`src/include/ppl_defines.svh`:
```
`ifndef PPL_DEFINES_SVH
`define PPL_DEFINES_SVH

// ----------------------------------------------------------------------
// Register indices (byte address = index * 4)
// ----------------------------------------------------------------------
`define PPL_IDX_SETUP    16'h60B8
`define PPL_IDX_STATUS   16'h60B9
`define PPL_IDX_POS_BASE 16'h60BA
`define PPL_IDX_INT_STAT 16'h60C0
`define PPL_IDX_INT_MASK 16'h60C1

// ----------------------------------------------------------------------
// Reset values of the setting word and interrupt registers, and writable bits of the setting word
// ----------------------------------------------------------------------
`define PPL_SETUP_RST    16'h0000
`define PPL_SETUP_MASK   16'h3737
`define PPL_INT_RST      4'h0

// ----------------------------------------------------------------------
// Field positions within one probe byte
// ----------------------------------------------------------------------
`define PPL_STRIDE       8
`define PPL_CFG_EN       0
`define PPL_CFG_MODE     1
`define PPL_CFG_SRC      2
`define PPL_CFG_RISE     4
`define PPL_CFG_FALL     5
`define PPL_ST_EN        0
`define PPL_ST_RISE      1
`define PPL_ST_FALL      2
`define PPL_ST_SRC       6
`define PPL_ST_LVL       7

`endif

```
`src/include/ppl_pkg.sv`:
```
package ppl_pkg;

   typedef enum logic [1:0] {PR_IDLE, PR_ARMED, PR_DONE} ppl_state_t;

endpackage

```
`src/verilog/ppl_probe_latch.sv`:
```
`timescale 1ns/1ps
`include "ppl_defines.svh"

module ppl_probe_latch
   import ppl_pkg::*;
(
   // Clock and reset
   input  wire logic        pclk,
   input  wire logic        presetn,
   // APB slave
   input  wire logic [17:0] paddr,
   input  wire logic        psel,
   input  wire logic        penable,
   input  wire logic        pwrite,
   input  wire logic [31:0] pwdata,
   output logic      [31:0] prdata,
   output logic             pready,
   output logic             pslverr,
   // Trigger pins and position source
   input  wire logic        probe_one_digital_input,
   input  wire logic        probe_two_digital_input,
   input  wire logic        motor_index_pulse,
   input  wire logic [31:0] encoder_position,
   // Interrupt
   output logic             irq
);

   // ----------------------------------------------------------------------
   // Declarations
   // ----------------------------------------------------------------------
   logic [15:0]  setup_q;
   logic [1:0]   en_prev_q;
   ppl_state_t   st_q [2];
   logic [1:0]   rise_seen_q;
   logic [1:0]   fall_seen_q;
   logic [31:0]  pos_q [4];
   logic [3:0]   int_stat_q;
   logic [3:0]   int_mask_q;
   logic [2:0]   sync1_q;
   logic [2:0]   sync2_q;
   logic [2:0]   sync3_q;
   logic [31:0]  prdata_q;
   logic         pready_q;
   logic         pslverr_q;
   logic         irq_q;
   logic [1:0]   start;
   logic [1:0]   lvl;
   logic [1:0]   lvl_prev;
   logic [1:0]   rise_ev;
   logic [1:0]   fall_ev;
   logic [3:0]   cap;
   logic [15:0]  status;
   logic [31:0]  rd_data;
   logic         addr_ok;
   logic         wr_en;
   logic [15:0]  reg_idx;

   function automatic logic cfg_bit(input logic [15:0] w, input int p, input int b);
      return w[p * `PPL_STRIDE + b];
   endfunction

   function automatic logic idx_valid(input logic [15:0] idx);
      return (idx >= `PPL_IDX_SETUP && idx <= `PPL_IDX_POS_BASE + 16'h0003) ||
             idx == `PPL_IDX_INT_STAT || idx == `PPL_IDX_INT_MASK;
   endfunction

   // ----------------------------------------------------------------------
   // APB slave: one wait state, write commits at the edge with pready high
   // ----------------------------------------------------------------------
   assign reg_idx = paddr[17:2];
   assign addr_ok = idx_valid(reg_idx);
   assign wr_en   = psel & penable & pready_q & pwrite & ~pslverr_q;

   always_ff @(posedge pclk or negedge presetn) begin
      if (!presetn) begin
         pready_q  <= 1'b0;
         pslverr_q <= 1'b0;
         prdata_q  <= 32'h00000000;
      end else begin
         pready_q  <= psel & penable & ~pready_q;
         pslverr_q <= psel & penable & ~pready_q & ~addr_ok;
         if (psel & penable & ~pready_q & ~pwrite) begin
            prdata_q <= addr_ok ? rd_data : 32'h00000000;
         end
      end
   end

   always_comb begin
      rd_data = 32'h00000000;
      case (reg_idx)
         `PPL_IDX_SETUP:              rd_data = {16'h0000, setup_q};
         `PPL_IDX_STATUS:             rd_data = {16'h0000, status};
         `PPL_IDX_POS_BASE:           rd_data = pos_q[0];
         `PPL_IDX_POS_BASE + 16'h0001: rd_data = pos_q[1];
         `PPL_IDX_POS_BASE + 16'h0002: rd_data = pos_q[2];
         `PPL_IDX_POS_BASE + 16'h0003: rd_data = pos_q[3];
         `PPL_IDX_INT_STAT:           rd_data = {28'h0000000, int_stat_q};
         `PPL_IDX_INT_MASK:           rd_data = {28'h0000000, int_mask_q};
         default:                     rd_data = 32'h00000000;
      endcase
   end

   // ----------------------------------------------------------------------
   // Setting word
   // ----------------------------------------------------------------------
   // Only the enable bit of a running probe accepts writes, so the trigger
   // path can never see a half-changed configuration. A write that clears
   // enable keeps the old settings, so software must stop a probe first and
   // reconfigure it with a second write.
   always_ff @(posedge pclk or negedge presetn) begin
      if (!presetn) begin
         setup_q <= `PPL_SETUP_RST;
      end else if (wr_en && reg_idx == `PPL_IDX_SETUP) begin
         for (int p = 0; p < 2; p++) begin
            if (cfg_bit(setup_q, p, `PPL_CFG_EN)) begin
               setup_q[p*`PPL_STRIDE] <= pwdata[p*`PPL_STRIDE];
            end else begin
               setup_q[p*`PPL_STRIDE +: 8] <= pwdata[p*`PPL_STRIDE +: 8] & 8'h37;
            end
         end
      end
   end

   // ----------------------------------------------------------------------
   // Trigger synchronisers and edge detection
   // ----------------------------------------------------------------------
   // Two stages guard against metastability and the third holds the previous
   // level for edge detection; the price is three cycles of capture latency.
   always_ff @(posedge pclk or negedge presetn) begin
      if (!presetn) begin
         sync1_q <= 3'h0;
         sync2_q <= 3'h0;
         sync3_q <= 3'h0;
      end else begin
         sync1_q <= {motor_index_pulse, probe_two_digital_input, probe_one_digital_input};
         sync2_q <= sync1_q;
         sync3_q <= sync2_q;
      end
   end

   always_comb begin
      for (int p = 0; p < 2; p++) begin
         start[p]    = cfg_bit(setup_q, p, `PPL_CFG_EN) & ~en_prev_q[p];
         lvl[p]      = cfg_bit(setup_q, p, `PPL_CFG_SRC) ? sync2_q[2] : sync2_q[p];
         lvl_prev[p] = cfg_bit(setup_q, p, `PPL_CFG_SRC) ? sync3_q[2] : sync3_q[p];
         rise_ev[p]  = lvl[p] & ~lvl_prev[p] & cfg_bit(setup_q, p, `PPL_CFG_RISE);
         fall_ev[p]  = ~lvl[p] & lvl_prev[p] & cfg_bit(setup_q, p, `PPL_CFG_FALL);
         cap[2*p]    = (st_q[p] == PR_ARMED) & rise_ev[p];
         cap[2*p+1]  = (st_q[p] == PR_ARMED) & fall_ev[p];
      end
   end

   // ----------------------------------------------------------------------
   // Probe state machines
   // ----------------------------------------------------------------------
   always_ff @(posedge pclk or negedge presetn) begin
      if (!presetn) begin
         en_prev_q <= 2'h0;
         st_q[0]   <= PR_IDLE;
         st_q[1]   <= PR_IDLE;
      end else begin
         for (int p = 0; p < 2; p++) begin
            en_prev_q[p] <= cfg_bit(setup_q, p, `PPL_CFG_EN);
            case (st_q[p])
               PR_IDLE: begin
                  if (start[p]) begin
                     st_q[p] <= PR_ARMED;
                  end
               end
               PR_ARMED: begin
                  if (!cfg_bit(setup_q, p, `PPL_CFG_EN)) begin
                     st_q[p] <= PR_IDLE;
                  end else if ((cap[2*p] | cap[2*p+1]) && !cfg_bit(setup_q, p, `PPL_CFG_MODE)) begin
                     st_q[p] <= PR_DONE;
                  end
               end
               PR_DONE: begin
                  if (!cfg_bit(setup_q, p, `PPL_CFG_EN)) begin
                     st_q[p] <= PR_IDLE;
                  end
               end
               default: st_q[p] <= PR_IDLE;
            endcase
         end
      end
   end

   // ----------------------------------------------------------------------
   // Captured positions and latched flags
   // ----------------------------------------------------------------------
   // Flags are cleared on a fresh start, so they report edges of this run.
   always_ff @(posedge pclk or negedge presetn) begin
      if (!presetn) begin
         rise_seen_q <= 2'h0;
         fall_seen_q <= 2'h0;
         for (int k = 0; k < 4; k++) begin
            pos_q[k] <= 32'h00000000;
         end
      end else begin
         for (int p = 0; p < 2; p++) begin
            if (start[p]) begin
               rise_seen_q[p] <= 1'b0;
               fall_seen_q[p] <= 1'b0;
            end
            if (cap[2*p]) begin
               pos_q[2*p]     <= encoder_position;
               rise_seen_q[p] <= 1'b1;
            end
            if (cap[2*p+1]) begin
               pos_q[2*p+1]   <= encoder_position;
               fall_seen_q[p] <= 1'b1;
            end
         end
      end
   end

   always_comb begin
      status = 16'h0000;
      for (int p = 0; p < 2; p++) begin
         status[p*`PPL_STRIDE + `PPL_ST_EN]   = st_q[p] != PR_IDLE;
         status[p*`PPL_STRIDE + `PPL_ST_RISE] = rise_seen_q[p];
         status[p*`PPL_STRIDE + `PPL_ST_FALL] = fall_seen_q[p];
         status[p*`PPL_STRIDE + `PPL_ST_SRC]  = cfg_bit(setup_q, p, `PPL_CFG_SRC);
         status[p*`PPL_STRIDE + `PPL_ST_LVL]  = lvl[p];
      end
   end

   // ----------------------------------------------------------------------
   // Interrupts: capture events, write one to clear, set wins
   // ----------------------------------------------------------------------
   always_ff @(posedge pclk or negedge presetn) begin
      if (!presetn) begin
         int_stat_q <= `PPL_INT_RST;
         int_mask_q <= `PPL_INT_RST;
         irq_q      <= 1'b0;
      end else begin
         if (wr_en && reg_idx == `PPL_IDX_INT_STAT) begin
            int_stat_q <= (int_stat_q & ~pwdata[3:0]) | cap;
         end else begin
            int_stat_q <= int_stat_q | cap;
         end
         if (wr_en && reg_idx == `PPL_IDX_INT_MASK) begin
            int_mask_q <= pwdata[3:0];
         end
         irq_q <= |(int_stat_q & int_mask_q);
      end
   end

   assign prdata  = prdata_q;
   assign pready  = pready_q;
   assign pslverr = pslverr_q;
   assign irq     = irq_q;
endmodule

```
`config.mk`:
```
export PLATFORM = sky130hd
export DESIGN_NAME = ppl_probe_latch
export DESIGN_NICKNAME = d
export VERILOG_FILES = /design/src/include/ppl_pkg.sv /design/src/verilog/ppl_probe_latch.sv
export VERILOG_INCLUDE_DIRS = /design/src /design/src/include
export SDC_FILE = /design/constraint.sdc
export NUM_CORES = 1
export LEC_CHECK = 0
export ABC_AREA = 0
export BUFFER_PORTS_ARGS = -buffer_cell sky130_fd_sc_hd__buf_4
export CAP_MARGIN = 0
export CORE_ASPECT_RATIO = 1.4
export CORE_MARGIN = 8
export CORE_UTILIZATION = 57
export CTS_CLUSTER_DIAMETER = 50
export CTS_CLUSTER_SIZE = 25
export DETAILED_ROUTE_END_ITERATION = 10
export GPL_ROUTABILITY_DRIVEN = 0
export HOLD_SLACK_MARGIN = 0.08
export PLACE_DENSITY = 0.82
export SYNTH_ARGS = -nofsm -noshare
export SYNTH_HDL_FRONTEND = slang
export SYNTH_SLANG_ARGS = --single-unit
```
`constraint.sdc`:
```
create_clock -name pclk -period 2.5 [get_ports pclk]
set_input_delay 0.125 -clock pclk [delete_from_list [all_inputs] [get_ports pclk]]
set_output_delay 0.125 -clock pclk [all_outputs]
set_load 0.01 [all_outputs]
```
==> results of run 1 <==
==> layer usage <==
metal,up-vias,share of wire,global-route usage
li1,2798,-,-
met5,-,0.00051,0
met3,82,0.068,0.0584
met4,2,0.043,0.138
met1,3282,0.39,0.297
met2,319,0.50,0.407
==> logic make-up after synthesis <==
group,Yosys count,share of synthesized area
buffers and inverters,42,0.0209
AND/OR/NAND/NOR,129,0.0927
AO/OA/AOI/OAI,132,0.114
flip-flops,200,0.578
multiplexers,150,0.194
==> worst min-delay path, stage by stage <==
cell and delay (ns):
buf_4 0.09, nand4bb_2 0.10, buf_4 0.21, nand2_1 0.08, o21ai_1 0.05
==> worst min path at each step <==
stage | startpoint | endpoint | slack [ns] | cells past startpoint
finish | psel | prdata[1] | 0.27 | 5
global route | psel | prdata[26] | 0.29 | 5
CTS | psel | prdata[1] | 0.26 | 5
detailed placement | presetn | pos_q[73] | 0.21 | 1
global placement | presetn | pos_q[73] | 0.19 | 1
floorplan | presetn | en_prev_q[0] | -0.17 | 0
==> layout by cell type, fill, tap and decap left out, drive strengths merged, types with 3 or more instances in the layout <==
cell         synthesis  routed
a21o                 8       8
a21oi                3       3
a221oi              19      19
a222oi               5       5
a22o                24      24
a22oi               11      11
a32oi                8       8
and4                 3       3
and4b                4       4
buf                 13     131
bufinv               0       6
clkbuf              25      19
dfrtp              200     200
dlygate4sd3          0      49
inv                  4       8
mux2               145     145
mux2i                5       5
nand2               48      48
nand2b               4       4
nand3                7       7
nand4b               3       3
nor2                12      12
nor2b               10      10
nor3                 5       5
nor4                 8       8
nor4b                4       4
nor4bb               5       5
o21ai               32      32
o22ai                3       3
o2bb2ai              4       4
or4                  3       3
==> final cells by class <==
| class | instances | area share |
|---|---|---|
| tap | 192 | 0.0218 |
| timing repair buffer | 181 | 0.143 |
| sequential | 200 | 0.454 |
| clock buffer | 18 | 0.0390 |
| multi-input combinational | 411 | 0.318 |
| inverter | 4 | 0.00136 |
| clock inverter | 14 | 0.0220 |
==> registers in the layout, indices dropped and copies added, names as in the netlist <==
signal	flops
int_stat_q	4
pready	1
pos_q	128
en_prev_q	2
fall_seen_q	2
pslverr	1
sync3_q	3
setup_q	10
irq	1
st_q	4
int_mask_q	4
rise_seen_q	2
sync1_q	3
prdata	32
sync2_q	3
==> cells in the mapped netlist, types with 4 or more instances <==
master       n
and4b_1      4
a22o_1      24
nor2b_1     10
o2bb2ai_1    4
buf_2        7
nor3_1       4
o21ai_1      7
a222oi_1     5
a32oi_1      8
nand2_1     48
a22oi_1     11
nand3_1      7
inv_1        4
dfrtp_1    200
nor4bb_1     5
a221oi_1    19
buf_1        4
nor2_1      10
nand2b_1     4
clkbuf_1    25
mux2i_1      5
nor4_1       4
a21o_1       8
mux2_2     145
o21ai_0     25
==> per-stage QoR <==
| stage | instance area, um^2 | std cells | worst slack [ns] | hold slack (ns) |
|---|---|---|---|---|
| after detailed placement | 9850 | 939 | 0.130 | 0.208 |
| after global routing | 11000 | 1020 | 0.346 | 0.294 |
| after CTS | 11000 | 1020 | 0.395 | 0.263 |
| after global placement | 9850 | 939 | 0.229 | 0.194 |
| final | 11000 | 1020 | 0.409 | 0.274 |
| after floorplan | 8660 | 653 | 0.424 | -0.171 |
==> report_power, final <==
part | internal, mW | switching [mW] | leakage, nW
logic | 0.154 | 0.179 | 2.21
registers | 3.24 | 0.00588 | 2.77
clock network | 1.89 | 1.22 | 0.323
total | 5.29 | 1.41 | 5.30
==> impl_metrics.toml, run 1 <==
[status]
outcome = "finished, final reports clean"

[sta]
fin_setup_tns_ns = 0
clock_skew_ns = 0.00956
drv_slew = 0
tightest_slew_ns = 0.740
fin_crit_sh = 0.836
fmax_mhz = 478
slew_headroom = 0.502
hold_viol_final = 0
rsz0062_at_grt = "false"
period_minus_slack_ns = 2.09
setup_viol = 0

[synthesis]
async_reset_ff_frac = 1.00
synthTopCellsByArea = "dfrtp_1 58%, mux2_2 19%, a22o_1 2.4%, nand2_1 2.1%, a221oi_1 1.9%"
synth_seq_cells = 200
synth_top_area_cell = "dfrtp_1"
syn_nets = 743
seq_area_frac_synth = 0.578
synth.distinct_cells = 57
yosys_warnings = 0
yosysTopAreaCellShare = 0.578
syn_avg_cell_area_um2 = 13.3
netlist_instances = 653
synth_edf_count = 0
synth_ff_type = "dfrtp_1"
synth_area_um2 = 8660

[global_route]
grt_max_degree = 80
first_global_vias = 7076
overflow = 0
grt_use_total = 0.249
antenna_found_initial = 1
grt_first_pass_wirelength_um = 37900

[worst_setup_path]
crit_chain = "nand2_1 -> or3_1 -> nand3b_1 -> nor2_1 -> mux2_2"
worstSetupPathType = "reg2reg"
cp.required_ns = 2.82
r2r-end = "setup_q[5]"
cp.depth = 5
critPathLaunch = "pready"
endpoint_kind = "flip-flop"
critical-path-top-delay-family = "simple AND/OR/NAND/NOR gates"
cp-start-kind = "flip-flop"
worst_path_max_delay_cell = "dfrtp_1"
rrSetupSlack_ns = 0.41
reg2regPathDepth = 5
crit_buf_inv = 0
crit_arrival_ns = 2.41
worstPathMaxFanout = 6
cp-endpoint = "setup_q[5]"
max_stage_delay_ns = 0.44
rr_startpoint = "pready"

[cells_and_area]
num-nets-final = 905
area_growth_syn_to_layout_pct = 27.1
regArea_um2 = 5000
multiInputGateArea_um2 = 3500
num_antenna_cells = 0
nFillCells = 942
final_core_util = 0.738
drive_gt1_frac = 0.390

[floorplan]
die_x_um = 120
io_pins = 125
die_area_um2 = 19500
start_util = 0.581
die_h_um = 162
fp-row-count = 53
core_area_um2 = 14900

[clock_network]
cts_buffer_depth = 2
cts_root_buffer = "clkbuf_16"
cts.repair.resized = 0
clkSinkCount = 200
cts_buffers = 17
tritoncts = "yes"
cts.clk_slew.worst_paths_ns = 0.07
htree_levels = 4
cts_setup_buffers = 0
hold_buffers = 49
clk_latency_ns = 0.43

[route]
drt_iter0_markers = 574
route.vias.total = 6483
wire_per_inst_um = 22.9
wl_um = 23400
viasPerCell = 6.36
drc = 0
first_pass_iters = 6
ant_nets = 0

[power]
total_power_mw = 6.69
leakage_nw = 5.30
power_per_cell_area_nw_per_um2 = 608
ir_drop_mv = 0.462

[flow_run]
drv_cap = 0

[min_path]
hold_class = "in2reg"

[placement]
port_buffers = 101
dpl.hpwl_um = 15300
Note: power is estimated with default switching activity, not from simulation.
==> run 2: changes to the inputs <==
- CORE_UTILIZATION: 57 -> 52
- PLACE_DENSITY: 0.82 -> 0.78
- clock period: 2.5 -> 1.9 ns (I/O delays scaled with it)
==> run 2 against run 1 <==
  * The flow now finishes with violations (setup timing)
  * Wire length is 4.8% higher
  * Final area is 2.4% higher
  * Register-to-register slack worse by 0.45 ns
  * Final cell count is 4.1% higher
  * Sequential power is 31% higher
  * Largest power group unchanged
  * Critical endpoint is now pos_q[117]
  * Clock power is 15% higher
==> impl_metrics.toml, run 2 (synthesis gave the netlist of run 1 again) <==
[status]
outcome = "finished with violations"
violations = "setup timing"

[sta]
fin_ws_ns = -0.0443
fin_crit_sh = 1.02
fmax_mhz = 514
drv_slew = 0
period_minus_slack_ns = 1.94
fin_setup_tns_ns = -0.757
clock_skew_ns = 0.0111
tightest_slew_ns = 0.851
slew_headroom = 0.427
setup_viol = 35
hold_viol_final = 0
whs_ns = 0.162
rsz0062_at_grt = "true"

[route]
wl_um = 24500
ant_nets = 0
route.vias.total = 6589
first_pass_iters = 5
wire_per_inst_um = 23.1
drt_iter0_markers = 663
viasPerCell = 6.20
drc = 0

[min_path]
hold_class = "in2reg"
holdPathStages = 3

[cells_and_area]
largest_register_ffs = 128
design_area_um2 = 11300
num-nets-final = 936
area_growth_syn_to_layout_pct = 30.2
drive_gt1_frac = 0.417
num_antenna_cells = 0
final_cell_mix = "199 x dfrtp_1, 149 x buf_4, 145 x mux2_2"
nFillCells = 1135
largest_register = "pos_q"
layout_commonest_cell = "dfrtp_1"

[placement]
dpl.hpwl_um = 16500
place_ws_ns = -0.276
port_buffers = 101
placed_cell_area_um2 = 10200

[clock_network]
clkSinkCount = 200
cts.clk_slew.worst_paths_ns = 0.07
htree_levels = 4
cts_root_buffer = "clkbuf_16"
tritoncts = "yes"
cts_buffers = 17
cts_buffer_depth = 2
clk_latency_ns = 0.43

[worst_setup_path]
crit_arrival_ns = 2.26
worstPathMaxFanout = 35
endpoint_kind = "flip-flop"
cp-start-kind = "flip-flop"
cp.required_ns = 2.21
reg2regPathDepth = 4
worstSetupPathType = "reg2reg"

[flow_run]
drv_cap = 0

[floorplan]
start_util = 0.524
die_h_um = 169
fp-row-count = 56
die_x_um = 125
die_area_um2 = 21100
io_pins = 125
core_area_um2 = 16500

[global_route]
grt_first_pass_wirelength_um = 39000
overflow = 0
grt_use_total = 0.235
first_global_vias = 7241
grt_max_degree = 64
antenna_found_initial = 0

[power]
ir_drop_mv = 0.572
leakage_nw = 5.46
power_per_cell_area_nw_per_um2 = 739
total_power_mw = 8.33
run 2: changes by cell type in the layout (fill, tap and decap cells not counted), sizes merged:
cell,change
bufinv,-5
inv,+1
clkinv,+3
buf,+31
clkinvlp,-2
clkbuf,+3
run 2: final timing paths:
path                            startpoint          to  slack (ns)
max in group asynchronous          presetn   pos_q[93]        1.04
worst min register to register  sync1_q[2]  sync2_q[2]        0.36
worst max-delay path            setup_q[2]  pos_q[117]       -0.04
min in group asynchronous          presetn  prdata[20]        0.20
worst max register to register  setup_q[2]  pos_q[117]       -0.04
worst min-delay path                  psel   prdata[3]        0.16
run 2: through the flow:
stage / instances / utilization
after floorplan: 653 / -
after global placement: 981 / 0.615
after detailed placement: 981 / 0.615
after CTS: 1062 / 0.681
after global routing: 1062 / 0.682
final: 1062 / 0.682
run 2: area by class of cell:
class | instances | area, um^2 | share of cell area
Sequential cell | 200 | 5010 | 0.444
Multi-Input combinational cell | 411 | 3530 | 0.313
Timing Repair Buffer | 212 | 1880 | 0.167
Clock buffer | 21 | 480 | 0.0426
Tap cell | 203 | 254 | 0.0225
Clock inverter | 11 | 109 | 0.00965
Inverter | 4 | 15.0 | 0.00133
run 2: power breakdown:
| group | total (mW) | switching, mW | internal (mW) | leakage, nW |
|---|---|---|---|---|
| clock network | 3.59 | 1.61 | 1.97 | 0.297 |
| logic | 0.474 | 0.246 | 0.228 | 2.40 |
| registers | 4.27 | 0.00700 | 4.27 | 2.77 |
run 2: what timing repair did:
item                                    CTS  global route
pin swaps                                 0             0
hold buffers                             49             0
endpoints found under the setup margin   31            73
setup buffers                             0             0
hold endpoints to repair                316             0
gates resized for setup                   2             3
run 2: metal layers:
metal  track usage  routed length [um]
met3        0.0494                1250
met1         0.265                9460
met5             0                   0
met2         0.411               12800
met4         0.129                 975
run 2: worst max-delay path, stage by stage, from the launching register on:
cell and delay [ns]:
dfrtp_1 0.42, mux2_2 0.39, nor4bb_4 0.32, buf_12 0.30, mux2_2 0.39
==> run 3: changes to the inputs <==
- RECOVER_POWER: not set -> 25
==> run 3 against run 2 <==
  * The run ends with capacitance limit, slew limit, setup timing left
  * Final cell count unchanged
  * Combinational power decreased by 1%
  * Sequential share of layout area increased by 0.10 points
  * Flip-flop and latch count unchanged
  * Non-clock buffer count unchanged
  * Sequential power about the same
  * Setup slack improved by 0.0020 ns
  * Hold slack got worse by 0.0046 ns
  * Clock power about the same
  * Critical path type unchanged
  * Largest power group unchanged
==> impl_metrics.toml, run 3 (synthesis gave the netlist of run 1 again) <==
[route]
ant_nets = 0
viasPerCell = 6.25
first_pass_iters = 5
drt_iter0_markers = 672
drc = 0
route.vias.total = 6636
wire_per_inst_um = 23.1
wl_um = 24500

[sta]
setup_viol = 33
period_minus_slack_ns = 1.94
tightest_slew_ns = 1.56
fmax_mhz = 515
hold_viol_final = 0
drv_slew = 63
slew_headroom = -0.0374
rsz0062_at_grt = "true"
fin_crit_sh = 1.02
fin_ws_ns = -0.0423
fin_setup_tns_ns = -0.667
clock_skew_ns = 0.00904

[cells_and_area]
largest_register_ffs = 128
final_core_util = 0.680
area_growth_syn_to_layout_pct = 29.9
nFillCells = 1142
largest_register = "pos_q"
layout_commonest_cell = "dfrtp_1"
num_antenna_cells = 0
num-nets-final = 936
design_area_um2 = 11300
drive_gt1_frac = 0.417
final_cell_mix = "199 x dfrtp_1, 146 x buf_4, 145 x mux2_2"

[power]
ir_drop_mv = 0.576
leakage_nw = 5.45
total_power_mw = 8.33
power_per_cell_area_nw_per_um2 = 741

[floorplan]
fp-row-count = 56
die_area_um2 = 21100
die_x_um = 125
core_area_um2 = 16500
start_util = 0.524
die_h_um = 169
io_pins = 125

[clock_network]
clk_latency_ns = 0.43
htree_levels = 4
cts_root_buffer = "clkbuf_16"
cts_setup_buffers = 0
cts.clk_slew.worst_paths_ns = 0.07
clkSinkCount = 200
cts_buffer_depth = 2
cts_buffers = 17
tritoncts = "yes"

[worst_setup_path]
crit_chain = "mux2_2 -> nor4bb_4 -> buf_12 -> mux2_2"
endpoint_kind = "flip-flop"
worst_path_max_delay_cell = "dfrtp_1"
worstSetupPathType = "reg2reg"
cp-start-kind = "flip-flop"
cp.required_ns = 2.21
crit_arrival_ns = 2.25
cpMostUsedCell = "mux2_2"
worstPathMaxFanout = 35
max_stage_delay_ns = 0.41

[global_route]
first_global_vias = 7241
grt_max_degree = 64
antenna_found_initial = 0
grt_use_total = 0.235
overflow = 0
grt_first_pass_wirelength_um = 39000

[status]
outcome = "finished with violations"
violations = "capacitance limit, slew limit, setup timing"

[placement]
place_ws_ns = -0.276
placed_cell_area_um2 = 10200
port_buffers = 101
dpl.hpwl_um = 16500

[min_path]
hold_class = "in2reg"

[flow_run]
drv_cap = 1
==> run 3: cell count changes in the layout (fill, tap and decap cells not counted), sizes merged <==
cell / change
clkbuf: +3
buf: -3
==> run 3: final timing paths <==
path / from / end / slack, ns / depth (start not counted)
min in group asynchronous: presetn / prdata[20] / 0.58 / 2
hold reg to reg: sync1_q[2] / sync2_q[2] / 0.36 / 0
max in group asynchronous: presetn / setup_q[10] / 0.23 / 3
hold / removal: psel / prdata[3] / 0.16 / 3
setup reg to reg: setup_q[2] / pos_q[117] / -0.04 / 4
setup / recovery: setup_q[2] / pos_q[117] / -0.04 / 4
==> run 3: worst max-delay path: cells and delay by family, from the launching register on <==
| family | cells | cell delay [ns] |
|---|---|---|
| flip-flops | 1 | 0.41 |
| buffers and inverters | 1 | 0.30 |
| AND/OR/NAND/NOR | 1 | 0.32 |
| multiplexers | 2 | 0.77 |
==> run 3: cell type report <==
type,instances,area (um^2),share of cell area
Timing Repair Buffer,212,1860,0.165
Multi-Input combinational cell,411,3530,0.314
Inverter,4,15.0,0.00133
Clock buffer,21,480,0.0427
Sequential cell,200,5010,0.445
Tap cell,203,254,0.0226
Clock inverter,11,109,0.00968
==> run 3: power breakdown <==
group / internal [mW] / switching [mW]
logic: 0.222 / 0.245
clock network: 1.97 / 1.62
registers: 4.27 / 0.00689
total: 6.46 / 1.87
==> run 3: metrics by stage <==
step / hold WS [ns] / std cells
2_1_floorplan: -0.201 / 653
3_3_place_gp: 0.109 / 981
6_report: 0.157 / 1062
3_5_place_dp: 0.118 / 981
5_1_grt: 0.152 / 1062
4_1_cts: 0.207 / 1062
==> run 3: per-layer routing <==
metal / global-route usage / share of wire / vias to the layer above
li1: - / - / 2837
met1: 0.265 / 0.38 / 3411
met2: 0.411 / 0.52 / 312
met3: 0.0494 / 0.057 / 76
met4: 0.129 / 0.042 / 0
met5: 0 / 0 / -
==> run 3: what timing repair did <==
action                                 in CTS  in global routing
setup endpoints to repair                  31                 73
hold buffers                               49                  0
gates resized for setup                     2                  3
endpoints found under the hold margin     316                  0
pin swaps                                   0                  0
